[config.mk]
export PLATFORM = sky130hd
export DESIGN_NAME = ptx_phy_end_flat
export DESIGN_NICKNAME = d
export VERILOG_FILES = /design/src/rtl/ptx_pkg.sv /design/src/rtl/ptx_if.sv /design/src/rtl/ptx_phy_end.sv /design/src/rtl/ptx_clk_div.sv /design/src/flat_wrapper.sv
export SDC_FILE = /design/constraint.sdc
export NUM_CORES = 1
export LEC_CHECK = 0
export ABC_AREA = 1
export ABC_CLOCK_PERIOD_IN_PS = 5500
export BUFFER_PORTS_ARGS = -buffer_cell sky130_fd_sc_hd__buf_2
export CAP_MARGIN = 20
export CELL_PAD_IN_SITES_DETAIL_PLACEMENT = 0
export CELL_PAD_IN_SITES_GLOBAL_PLACEMENT = 1
export CORE_ASPECT_RATIO = 1.75
export CORE_UTILIZATION = 47
export CTS_CLUSTER_SIZE = 10
export DETAILED_ROUTE_END_ITERATION = 8
export HOLD_SLACK_MARGIN = 0.05
export PLACE_DENSITY_LB_ADDON = 0.1
export SYNTH_ARGS = -nofsm -noshare
export SYNTH_HDL_FRONTEND = slang
export SYNTH_SLANG_ARGS = --single-unit
[constraint.sdc]
create_clock -name core_clk_in -period 5.5 [get_ports core_clk_in]
set_clock_uncertainty 0.15 [all_clocks]
set_input_delay 0.275 -clock core_clk_in [delete_from_list [all_inputs] [get_ports core_clk_in]]
set_output_delay 0.275 -clock core_clk_in [all_outputs]
set_load 0.02 [all_outputs]
[src/rtl/ptx_pkg.sv]
// shared constants and types for the mac-facing transmit port
package ptx_pkg;

    // ------------------------------------------------------------
    // clock rates
    // ------------------------------------------------------------
    localparam int unsigned PTX_CORE_HZ = 50_000_000; // core clock, also the shared reference
    localparam int unsigned PTX_NIB_FAST_HZ = 25_000_000; // nibble mode, 100 mb/s
    localparam int unsigned PTX_NIB_SLOW_HZ = 2_500_000; // nibble mode, 10 mb/s
    localparam int unsigned PTX_SER_HZ = 10_000_000; // one-bit serial mode

    // ------------------------------------------------------------
    // transmit clock periods in core cycles, split high / low
    // ------------------------------------------------------------
    localparam int unsigned PTX_NIB_FAST_CYC = PTX_CORE_HZ / PTX_NIB_FAST_HZ;
    localparam int unsigned PTX_NIB_SLOW_CYC = PTX_CORE_HZ / PTX_NIB_SLOW_HZ;
    localparam int unsigned PTX_SER_CYC = PTX_CORE_HZ / PTX_SER_HZ;
    localparam int unsigned PTX_NIB_FAST_HI = PTX_NIB_FAST_CYC / 2;
    localparam int unsigned PTX_NIB_FAST_LO = PTX_NIB_FAST_CYC - PTX_NIB_FAST_HI;
    localparam int unsigned PTX_NIB_SLOW_HI = PTX_NIB_SLOW_CYC / 2;
    localparam int unsigned PTX_NIB_SLOW_LO = PTX_NIB_SLOW_CYC - PTX_NIB_SLOW_HI;
    localparam int unsigned PTX_SER_HI = PTX_SER_CYC / 2;
    localparam int unsigned PTX_SER_LO = PTX_SER_CYC - PTX_SER_HI;

    // ------------------------------------------------------------
    // widths and field positions
    // ------------------------------------------------------------
    localparam int PTX_TXD_W = 4; // data lines on the link
    localparam int PTX_BYTE_W = 8; // user-side data unit
    localparam int PTX_CNT_W_DEF = 8; // default divider counter width
    localparam int PTX_SER_BIT = 0; // serial data rides on line zero
    localparam logic [3:0] PTX_BITS_NIB = 4'h4;
    localparam logic [3:0] PTX_BITS_RED = 4'h2;
    localparam logic [3:0] PTX_BITS_SER = 4'h1;
    localparam logic [3:0] PTX_BYTE_BITS = 4'h8;

    // ------------------------------------------------------------
    // interface modes
    // ------------------------------------------------------------
    typedef enum logic [1:0] {
        PTX_MODE_NIBBLE,
        PTX_MODE_REDUCED,
        PTX_MODE_SERIAL
    } ptx_mode_e;

endpackage

[src/rtl/ptx_if.sv]
// link between the phy transmit end and the mac transmit end
interface ptx_if;
    logic tx_clk; // transmit clock made by the phy end
    logic tx_en; // transmit enable from the mac end
    logic [ptx_pkg::PTX_TXD_W-1:0] txd; // transmit data from the mac end

    // phy end makes the clock and takes the data
    modport phy (output tx_clk, input tx_en, input txd);
    // mac end takes the clock and makes the data
    modport mac (input tx_clk, output tx_en, output txd);
endinterface

[src/rtl/ptx_phy_end.sv]
// phy end of the transmit port: makes the transmit clock, takes and packs data
//
// Contract
// - nibble mode clock 25 or 2.5 mhz
// - reduced mode: no tx clock, shared reference
// - serial mode clock is 10 mhz
// - mac drives serial data on tx clock
// - nibble data valid only while enable high
// - two-bit data valid only while enable high
// - serial data valid only while enable high
// - nibble data taken on own tx clock
// - two-bit data taken on shared reference clock
// - serial data on bit zero, others unused
module ptx_phy_end #(
    parameter int CNT_W = ptx_pkg::PTX_CNT_W_DEF
) (
    input wire logic core_clk_in,
    input wire logic rst_in,
    input wire logic ce_in,
    input ptx_pkg::ptx_mode_e mode_in,
    input wire logic fast_in,
    ptx_if.phy link,
    output logic [ptx_pkg::PTX_BYTE_W-1:0] byte_out,
    output logic byte_valid_out,
    output logic frame_start_out,
    output logic frame_end_out,
    output logic frag_out,
    output logic in_frame_out,
    output ptx_pkg::ptx_mode_e mode_out,
    output logic fast_out
);
    import ptx_pkg::*;

    // ------------------------------------------------------------
    // elaboration checks
    // ------------------------------------------------------------
    if (PTX_NIB_SLOW_CYC >= (2 ** CNT_W)) begin : g_bad_cnt
        $error("ptx_phy_end: CNT_W too narrow for the slowest clock");
    end
    if (PTX_NIB_FAST_CYC < 2) begin : g_bad_rate
        $error("ptx_phy_end: core clock too slow for the fast clock");
    end

    // ------------------------------------------------------------
    // declarations
    // ------------------------------------------------------------
    ptx_mode_e act_mode; // mode in force
    logic act_fast; // speed in force
    ptx_mode_e next_act_mode;
    logic next_act_fast;
    logic [CNT_W-1:0] div_high; // high phase length for the divider
    logic [CNT_W-1:0] div_low; // low phase length for the divider
    logic div_run; // divider running
    logic div_clk; // divided clock level
    logic div_rise; // divided clock rises at this edge
    logic strobe; // sample point for link data
    logic [PTX_TXD_W-1:0] sym; // masked data symbol
    logic [3:0] sym_bits; // bits per symbol in this mode
    logic [PTX_BYTE_W-1:0] acc; // byte being packed
    logic [3:0] acc_bits; // bits already packed
    logic in_frame; // frame in progress
    logic [PTX_BYTE_W-1:0] next_acc;
    logic [3:0] next_acc_bits;
    logic next_in_frame;
    logic [PTX_BYTE_W-1:0] next_byte;
    logic next_byte_valid;
    logic next_start;
    logic next_end;
    logic next_frag;

    // ------------------------------------------------------------
    // mode and speed latch
    // ------------------------------------------------------------
    // new settings take effect only while the link is idle
    always_comb begin
        next_act_mode = act_mode;
        next_act_fast = act_fast;
        if (!in_frame && !link.tx_en) begin
            next_act_mode = mode_in;
            next_act_fast = fast_in;
        end
    end

    // register the settings
    always_ff @(posedge core_clk_in or posedge rst_in) begin
        if (rst_in) begin
            act_mode <= PTX_MODE_NIBBLE;
            act_fast <= 1'b1;
        end else if (ce_in) begin
            act_mode <= next_act_mode;
            act_fast <= next_act_fast;
        end
    end

    // ------------------------------------------------------------
    // transmit clock generation
    // ------------------------------------------------------------
    // phase lengths by mode and speed
    always_comb begin
        div_run = 1'b1;
        div_high = CNT_W'(PTX_NIB_FAST_HI);
        div_low = CNT_W'(PTX_NIB_FAST_LO);
        case (act_mode)
            PTX_MODE_NIBBLE: begin
                if (!act_fast) begin
                    div_high = CNT_W'(PTX_NIB_SLOW_HI);
                    div_low = CNT_W'(PTX_NIB_SLOW_LO);
                end
            end
            PTX_MODE_SERIAL: begin
                div_high = CNT_W'(PTX_SER_HI);
                div_low = CNT_W'(PTX_SER_LO);
            end
            default: begin
                div_run = 1'b0;
            end
        endcase
    end

    // divider for the transmit clock
    ptx_clk_div #(
        .CNT_W(CNT_W)
    ) u_div (
        .core_clk_in(core_clk_in),
        .rst_in(rst_in),
        .ce_in(ce_in),
        .run_in(div_run),
        .high_in(div_high),
        .low_in(div_low),
        .clk_out(div_clk),
        .rise_out(div_rise)
    );

    // clock pin held low in reduced mode, where it is unused
    assign link.tx_clk = (act_mode == PTX_MODE_REDUCED) ? 1'b0 : div_clk;

    // ------------------------------------------------------------
    // sample point and symbol masking
    // ------------------------------------------------------------
    always_comb begin
        strobe = div_rise;
        sym = link.txd;
        sym_bits = PTX_BITS_NIB;
        case (act_mode)
            PTX_MODE_REDUCED: begin
                strobe = ce_in;
                sym = {2'b00, link.txd[1:0]};
                sym_bits = PTX_BITS_RED;
            end
            PTX_MODE_SERIAL: begin
                sym = {3'b000, link.txd[PTX_SER_BIT]};
                sym_bits = PTX_BITS_SER;
            end
            default: ;
        endcase
    end

    // ------------------------------------------------------------
    // frame tracking and byte packing
    // ------------------------------------------------------------
    // symbols pack lsb first; a partial byte at the end is dropped
    always_comb begin
        next_acc = acc;
        next_acc_bits = acc_bits;
        next_in_frame = in_frame;
        next_byte = byte_out;
        next_byte_valid = 1'b0;
        next_start = 1'b0;
        next_end = 1'b0;
        next_frag = 1'b0;
        if (strobe) begin
            if (link.tx_en) begin
                next_in_frame = 1'b1;
                next_start = !in_frame;
                // place the symbol above the bits already held
                case (act_mode)
                    PTX_MODE_NIBBLE: next_acc[acc_bits[2:0] +: 4] = sym;
                    PTX_MODE_REDUCED: next_acc[acc_bits[2:0] +: 2] = sym[1:0];
                    default: next_acc[acc_bits[2:0]] = sym[0];
                endcase
                if (acc_bits + sym_bits == PTX_BYTE_BITS) begin
                    // byte complete
                    next_byte = next_acc;
                    next_byte_valid = 1'b1;
                    next_acc_bits = 4'h0;
                    next_acc = '0;
                end else begin
                    next_acc_bits = acc_bits + sym_bits;
                end
            end else if (in_frame) begin
                // enable fell: frame over
                next_in_frame = 1'b0;
                next_end = 1'b1;
                next_frag = (acc_bits != 4'h0);
                next_acc_bits = 4'h0;
                next_acc = '0;
            end
        end
    end

    // register packer state and outputs
    always_ff @(posedge core_clk_in or posedge rst_in) begin
        if (rst_in) begin
            acc <= '0;
            acc_bits <= 4'h0;
            in_frame <= 1'b0;
            byte_out <= '0;
            byte_valid_out <= 1'b0;
            frame_start_out <= 1'b0;
            frame_end_out <= 1'b0;
            frag_out <= 1'b0;
        end else if (ce_in) begin
            acc <= next_acc;
            acc_bits <= next_acc_bits;
            in_frame <= next_in_frame;
            byte_out <= next_byte;
            byte_valid_out <= next_byte_valid;
            frame_start_out <= next_start;
            frame_end_out <= next_end;
            frag_out <= next_frag;
        end
    end

    // ------------------------------------------------------------
    // status outputs
    // ------------------------------------------------------------
    assign in_frame_out = in_frame;
    assign mode_out = act_mode;
    assign fast_out = act_fast;
endmodule // ptx_phy_end

[src/rtl/ptx_clk_div.sv]
// clock divider with separate high and low phase lengths
module ptx_clk_div #(
    parameter int CNT_W = ptx_pkg::PTX_CNT_W_DEF
) (
    input wire logic core_clk_in,
    input wire logic rst_in,
    input wire logic ce_in,
    input wire logic run_in,
    input wire logic [CNT_W-1:0] high_in,
    input wire logic [CNT_W-1:0] low_in,
    output logic clk_out,
    output logic rise_out
);
    import ptx_pkg::*;

    // ------------------------------------------------------------
    // elaboration checks
    // ------------------------------------------------------------
    if (CNT_W < 2) begin : g_bad_w
        $error("ptx_clk_div: counter width too small");
    end

    logic [CNT_W-1:0] cnt; // cycles left in current phase
    logic clk_q; // divided clock level
    logic [CNT_W-1:0] next_cnt;
    logic next_clk_q;

    // ------------------------------------------------------------
    // phase counting
    // ------------------------------------------------------------
    always_comb begin
        next_cnt = cnt;
        next_clk_q = clk_q;
        rise_out = 1'b0;
        if (!run_in) begin
            // stopped: hold low, restart with a rise
            next_cnt = '0;
            next_clk_q = 1'b0;
        end else if (clk_q) begin
            // high phase
            if (cnt <= CNT_W'(1)) begin
                next_clk_q = 1'b0;
                next_cnt = low_in;
            end else begin
                next_cnt = cnt - CNT_W'(1);
            end
        end else begin
            // low phase, rise when done
            if (cnt <= CNT_W'(1)) begin
                next_clk_q = 1'b1;
                next_cnt = high_in;
                rise_out = ce_in;
            end else begin
                next_cnt = cnt - CNT_W'(1);
            end
        end
    end

    // register the phase state
    always_ff @(posedge core_clk_in or posedge rst_in) begin
        if (rst_in) begin
            cnt <= '0;
            clk_q <= 1'b0;
        end else if (ce_in) begin
            cnt <= next_cnt;
            clk_q <= next_clk_q;
        end
    end

    assign clk_out = clk_q;
endmodule // ptx_clk_div

[src/flat_wrapper.sv]
// flat-port wrapper written by rule: the top's interface ports become plain ports
module ptx_phy_end_flat import ptx_pkg::*;
#(
    parameter int CNT_W = ptx_pkg::PTX_CNT_W_DEF
)
  (core_clk_in, rst_in, ce_in, mode_in, fast_in, byte_out, byte_valid_out, frame_start_out, frame_end_out, frag_out, in_frame_out, mode_out, fast_out, link_tx_clk, link_tx_en, link_txd);
  ptx_if link_i ();
  input wire logic core_clk_in;
  input wire logic rst_in;
  input wire logic ce_in;
  input ptx_pkg::ptx_mode_e mode_in;
  input wire logic fast_in;
  output logic [ptx_pkg::PTX_BYTE_W-1:0] byte_out;
  output logic byte_valid_out;
  output logic frame_start_out;
  output logic frame_end_out;
  output logic frag_out;
  output logic in_frame_out;
  output ptx_pkg::ptx_mode_e mode_out;
  output logic fast_out;
  output wire logic [$bits(link_i.tx_clk)-1:0] link_tx_clk;
  input wire logic [$bits(link_i.tx_en)-1:0] link_tx_en;
  input wire logic [$bits(link_i.txd)-1:0] link_txd;
  assign link_tx_clk = link_i.tx_clk;
  assign link_i.tx_en = link_tx_en;
  assign link_i.txd = link_txd;
  ptx_phy_end #(.CNT_W(CNT_W)) u_core (.core_clk_in(core_clk_in), .rst_in(rst_in), .ce_in(ce_in), .mode_in(mode_in), .fast_in(fast_in), .link(link_i), .byte_out(byte_out), .byte_valid_out(byte_valid_out), .frame_start_out(frame_start_out), .frame_end_out(frame_end_out), .frag_out(frag_out), .in_frame_out(in_frame_out), .mode_out(mode_out), .fast_out(fast_out));
endmodule
# After elaboration in Yosys (flattened, before gate mapping)
# Cells that the tools add are included.
# word_totals
reg_bits,37
in_bits,11
output_inout_bits,17
wordCells,80
# classes
add_sub_neg,3
n_lt_le_gt_ge,3
n_eq_ne,3
shifts,4
n_mux,43
n_reduce_logical,12
# ops
op,n
8-bit two-way mux,7
8-bit case mux with 2 select lines,3
8-bit bitwise mux,3
1-bit two-way mux,23
4-bit two-way mux,4
"8-bit by 1-bit <= comparator with 1-bit output, second input constant",1
4-bit case mux with 2 select lines,1
"2-bit by 5-bit variable shift with 8-bit output, first input constant",1
"4-bit by 5-bit variable shift with 8-bit output, first input constant",1
2-bit by 5-bit indexed part select with 8-bit output,1
4-bit by 5-bit indexed part select with 8-bit output,1
"8-bit by 1-bit subtractor with 8-bit output, second input constant",1
3-bit case mux with 2 select lines,1
3-bit negation with 5-bit output,1
4-bit by 3-bit adder with 4-bit output,1
"4-bit equality test, second input constant",1
"3-bit by 4-bit less-than comparator with 1-bit output, second input constant",1
2-bit AND reduction,2
4-bit AND reduction,1
4-bit nonzero test,1
1-bit demux with 3-bit select,1
"3-bit by 1-bit greater-or-equal comparator with 1-bit output, second input constant",1
3-bit AND reduction,1
"2-bit by 1-bit equality test with 1-bit output, second input constant",1
other kinds (6),8

# Longest topological paths before layout
# depth
depth_word,8
mapped_depth,19
depth_no_buf,17

# Modules after synthesis
# Synthesis repeated with hierarchy kept, for this count alone.
# hier_totals
cells_unflattened,453
hier_area_um2,2965.3
# by_module_without_submodules
module,instances,cells_each,area_per_inst_um2,seq_area_each_um2
ptx_phy_end,1,333,2190.9,701.9
ptx_clk_div,1,120,774.5,225.2

# Worst setup path before layout
# Ideal clock, no wire load.
# synth_timing
kind,reg-to-reg
startpoint,reg u_core.acc_bits[0]
endpoint,reg u_core.byte_out[2] (netlist name)
setup_time_ns,0.120
arrival_time_ns,2.225
required_time_ns,5.230
setup_slack_ns,3.004
path_stages_with_launch,20
path_buffers,2
period_less_slack_ns,2.496
cell_sequence,dfrtp_1 inv_2 buf_2 ha_1 ha_1 buf_2 nor2_1 nand2_1 nor2_2 inv_2 nand2_1 nand2_1 clkinv_1 nand2_1 nand2_1 nand2_1 nand2_1 nand2_1 nand2_1 nand2_1
# synth_via
elab_chain_len,6
elab_cells_between_ends,17
cone_classes,add/sub (2); order compare (2); eq/ne (1); shift (4); mux (6); reduce/logical (2)
# synth_lines
element,line_no,rtl
"start, declared",ptx_phy_end.sv:60,logic [3:0] acc_bits;
"start signal, assigned",ptx_phy_end.sv:214,acc_bits <= next_acc_bits;
3-bit by 4-bit less-than comparator with 1-bit output (not written as such) or 3-bit by 1-bit greater-or-equal comparator with 1-bit output (tied branches),ptx_phy_end.sv:179,default: next_acc[acc_bits[2:0]] = sym[0];
1-bit logical AND (not written as such),ptx_phy_end.sv:179,
1-bit two-way mux (not written as such),ptx_phy_end.sv:179,
1-bit demux with 3-bit select,--,
8-bit bitwise mux,ptx_phy_end.sv:179,
8-bit case mux with 2 select lines,ptx_phy_end.sv:176,case (act_mode)
"end signal, assigned",ptx_phy_end.sv:216,byte_out <= next_byte;
"end, declared",ptx_phy_end.sv:23,"output logic [ptx_pkg::PTX_BYTE_W-1:0] byte_out,"
# Several ways; a longest one is shown, not always the timed one.
# A chain may end at the register's enable or synchronous reset.

# Final worst setup path
# layout_timing
startpoint,reg u_core.acc_bits[0]
endpoint,reg u_core.byte_out[3] (netlist name)
# The elaborated chain is that of the path after synthesis.

==> reports/results.ini <==
[routing]
first_pass_iters = 4
via_per_inst = 5.45
ant_nets = 0
wire_per_inst_um = 16.2
drt_iter0_drc = 190
drc = 0
vias = 2944
drt-total-wl_um = 8730

[cts]
cts_root_buf = clkbuf_8
clkLatencyLatePin_ps = 280
clkSinkCount = 37
clk_pin_slew_worst_paths_ps = 70
numCtsBuffers = 5
cts_tree = built
cts_max_path_buffers = 2
htreeDepth = 2
ctsResizeCount = 0

[floorplanning]
pin_count = 28
core_um2 = 6180
row_count = 38
initial_utilization = 0.485
die_w_um = 62.4
die_area_um2 = 6710
die_h_um = 108

[setup_path]
critPathCaptureType = flop
crit_fanout = 16
cp.buffers_inverters = 1
critical_path.slowest_cell = dfrtp_1
critPathKind = flop to flop
required_ps = 5530
cp_top_family = simple AND/OR/NAND/NOR gates
cpMostUsedCell = nand2_1
cp_cell_sequence = inv_2 -> ha_1 -> ha_1 -> nor2_1 -> nand2_1 -> nor2_2 -> nor2_1 -> nor2_1 -> nand2_1 -> nand2_1 -> nand2_1 -> nand2_1 -> nand2_1 -> nand2_1 -> nand2_1
critical_path.startpoint_type = flop
arrival_ps = 3100
cp_slowest_stage_delay_ps = 670

[timing]
slew_violations = 0
max_slew.worst_pin.slew_ps = 884
relSlewSlack = 0.407
setup_ws_ps = 2430
period_share = 0.558
finalCriticalPeriod_ps = 3070
hold_violations = 0
setup-tns-final_ps = 0
finalSetupViolCount = 0
rsz0062_at_grt = no
fmax_mhz = 326
hold_slack_ps = 74.1

[cells_and_area]
diodes = 0
fin_nets = 486
final_util = 0.526
syn_to_final_growth_pct = 8.35
instances_no_fill = 540
drive_gt1_frac = 0.159

[synthesis]
synth.area.top_cells = dfrtp_1, nand2_1, ha_1
ys_seq_elements = 37
synth_cell_types = 38
yosysTopAreaCell = dfrtp_1
postSynthAreaPerCell_um2 = 6.86
synth.top_cell.area_share = 0.301
yosys-top-cells-count = nand2_1, dfrtp_1, nor2_1
syn_inst = 437
async_reset_ff_frac = 1.00
synth_edf_count = 0
synth_ff_type = dfrtp_1
synth_nets = 464
seq_area_frac_synth = 0.309
netlist_area_um2 = 3000
synth.most_common_cell = nand2_1
yosysWarnings = 0

[placement]
post-place-ws_ps = 2490
gp_congestion = 0.951
dp_cells = 531
dpl.hpwl_um = 7010
io_buffers = 27

[flow_run]
drv_cap = 0

[global_route]
antenna_found_initial = 0
gr-total-overflow = 0
grt_usage = 0.281
grt_max_degree = 38
grt_pass1_vias = 3017
grt_pass1_wl_um = 14500

[power_and_ir_drop]
leakagePower_nw = 1.68
p_per_area_nw_per_um2 = 641
irDropWorstVdd_v = 0.000306

[worst_hold_path]
hold_path.class = input port to flop

[status]
status = completed

tightest hold or removal path, stage by stage:
cell,delay [ps]
buf_2,90
nor2_1,90
a21oi_1,40
registers in the layout, summed over array words and instances, names as in the netlist:
| signal | cells |
|---|---|
| u_core.byte_valid_out | 1 |
| u_core.frame_start_out | 1 |
| u_core.acc | 8 |
| u_core.u_div.clk_out | 1 |
| u_core.frag_out | 1 |
| u_core.byte_out | 8 |
| u_core.mode_out | 2 |
| u_core.u_div.cnt | 8 |
| u_core.in_frame_out | 1 |
| u_core.frame_end_out | 1 |
| u_core.acc_bits | 4 |
| u_core.fast_out | 1 |
cells by family after synthesis:
| logic type | count (synthesis) | share of synthesized area |
|---|---|---|
| AOI/OAI and AO/OA | 78 | 0.159 |
| DFF | 37 | 0.309 |
| buffers and inverters | 65 | 0.0922 |
| xor gates and xnor gates | 7 | 0.0230 |
| and+or+nand+nor | 234 | 0.350 |
| adders and majority gates | 16 | 0.0668 |
metal layers:
| layer | part of all wire | vias up | wire [µm] | track usage |
|---|---|---|---|---|
| li1 | - | 1467 | - | - |
| met1 | 0.36 | 1373 | 3150 | 0.273 |
| met2 | 0.56 | 71 | 4880 | 0.544 |
| met3 | 0.021 | 33 | 180 | 0.0265 |
| met4 | 0.059 | 0 | 512 | 0.201 |
| met5 | 0 | - | 0 | 0 |
cell usage in the layout, fill, tap and decap left out, drive strengths merged:
cell type,synthesis,final
a21oi,17,17
a22oi,1,1
a31o,1,1
a31oi,2,2
buf,14,28
clkbuf,0,6
clkinv,5,7
dfrtp,36,36
dfstp,1,1
dlygate4sd3,0,1
ha,16,16
inv,46,46
nand2,139,139
nand3,27,27
nand3b,3,3
nand4,11,11
nor2,47,47
nor3,5,5
nor4,1,1
o2111ai,1,1
o211ai,11,11
o21ai,39,39
o21bai,1,1
o22ai,1,1
o31ai,4,4
or2,1,1
xnor2,1,1
xor2,6,6
final cells by class:
class,instances,area [µm²]
fillers,689,2930
multi-input cells,335,1790
flip-flops and latches,37,927
inverters,51,191
repair buffers,29,153
well taps,80,100
clock buffers,6,72.6
clock inverters,2,10.0
final timing paths:
| check | depth (start not counted) | endpoint | slack, ps | from |
|---|---|---|---|---|
| max in group asynchronous | 4 | u_core.fast_out$_DFFE_PP1P_ | 4350 | rst_in |
| setup / recovery | 15 | u_core.byte_out[3]$_DFFE_PP0P_ | 2430 | u_core.acc_bits[0]$_DFFE_PP0P_ |
| setup reg to reg | 15 | u_core.byte_out[3]$_DFFE_PP0P_ | 2430 | u_core.acc_bits[0]$_DFFE_PP0P_ |
| min in group asynchronous | 4 | u_core.frame_end_out$_DFFE_PP0P_ | 490 | rst_in |
| hold / removal | 3 | u_core.fast_out$_DFFE_PP1P_ | 70 | fast_in |
| hold reg to reg | 2 | u_core.byte_out[4]$_DFFE_PP0P_ | 330 | u_core.byte_out[4]$_DFFE_PP0P_ |
power breakdown:
| part | total (W) | internal [W] | switching (W) |
|---|---|---|---|
| clock | 0.000183 | 0.0000879 | 0.0000952 |
| sequential | 0.000460 | 0.000363 | 0.0000975 |
| combinational | 0.00144 | 0.000442 | 0.000997 |
| total | 0.00208 | 0.000893 | 0.00119 |
repair_timing:
action,in CTS,in global routing
hold buffers,1,0
hold endpoints to repair,36,0
setup buffers,0,0
metrics by stage:
| step | area [µm²] | power [W] |
|---|---|---|
| finish | 3250 | 0.00208 |
| global route | 3250 | 0.00228 |
| CTS | 3250 | 0.00208 |
| detailed placement | 3160 | 0.00189 |
| global placement | 3160 | 0.00189 |
| floorplan | 3000 | 0.00155 |
No activity file was read; power rests on OpenSTA's default activity.
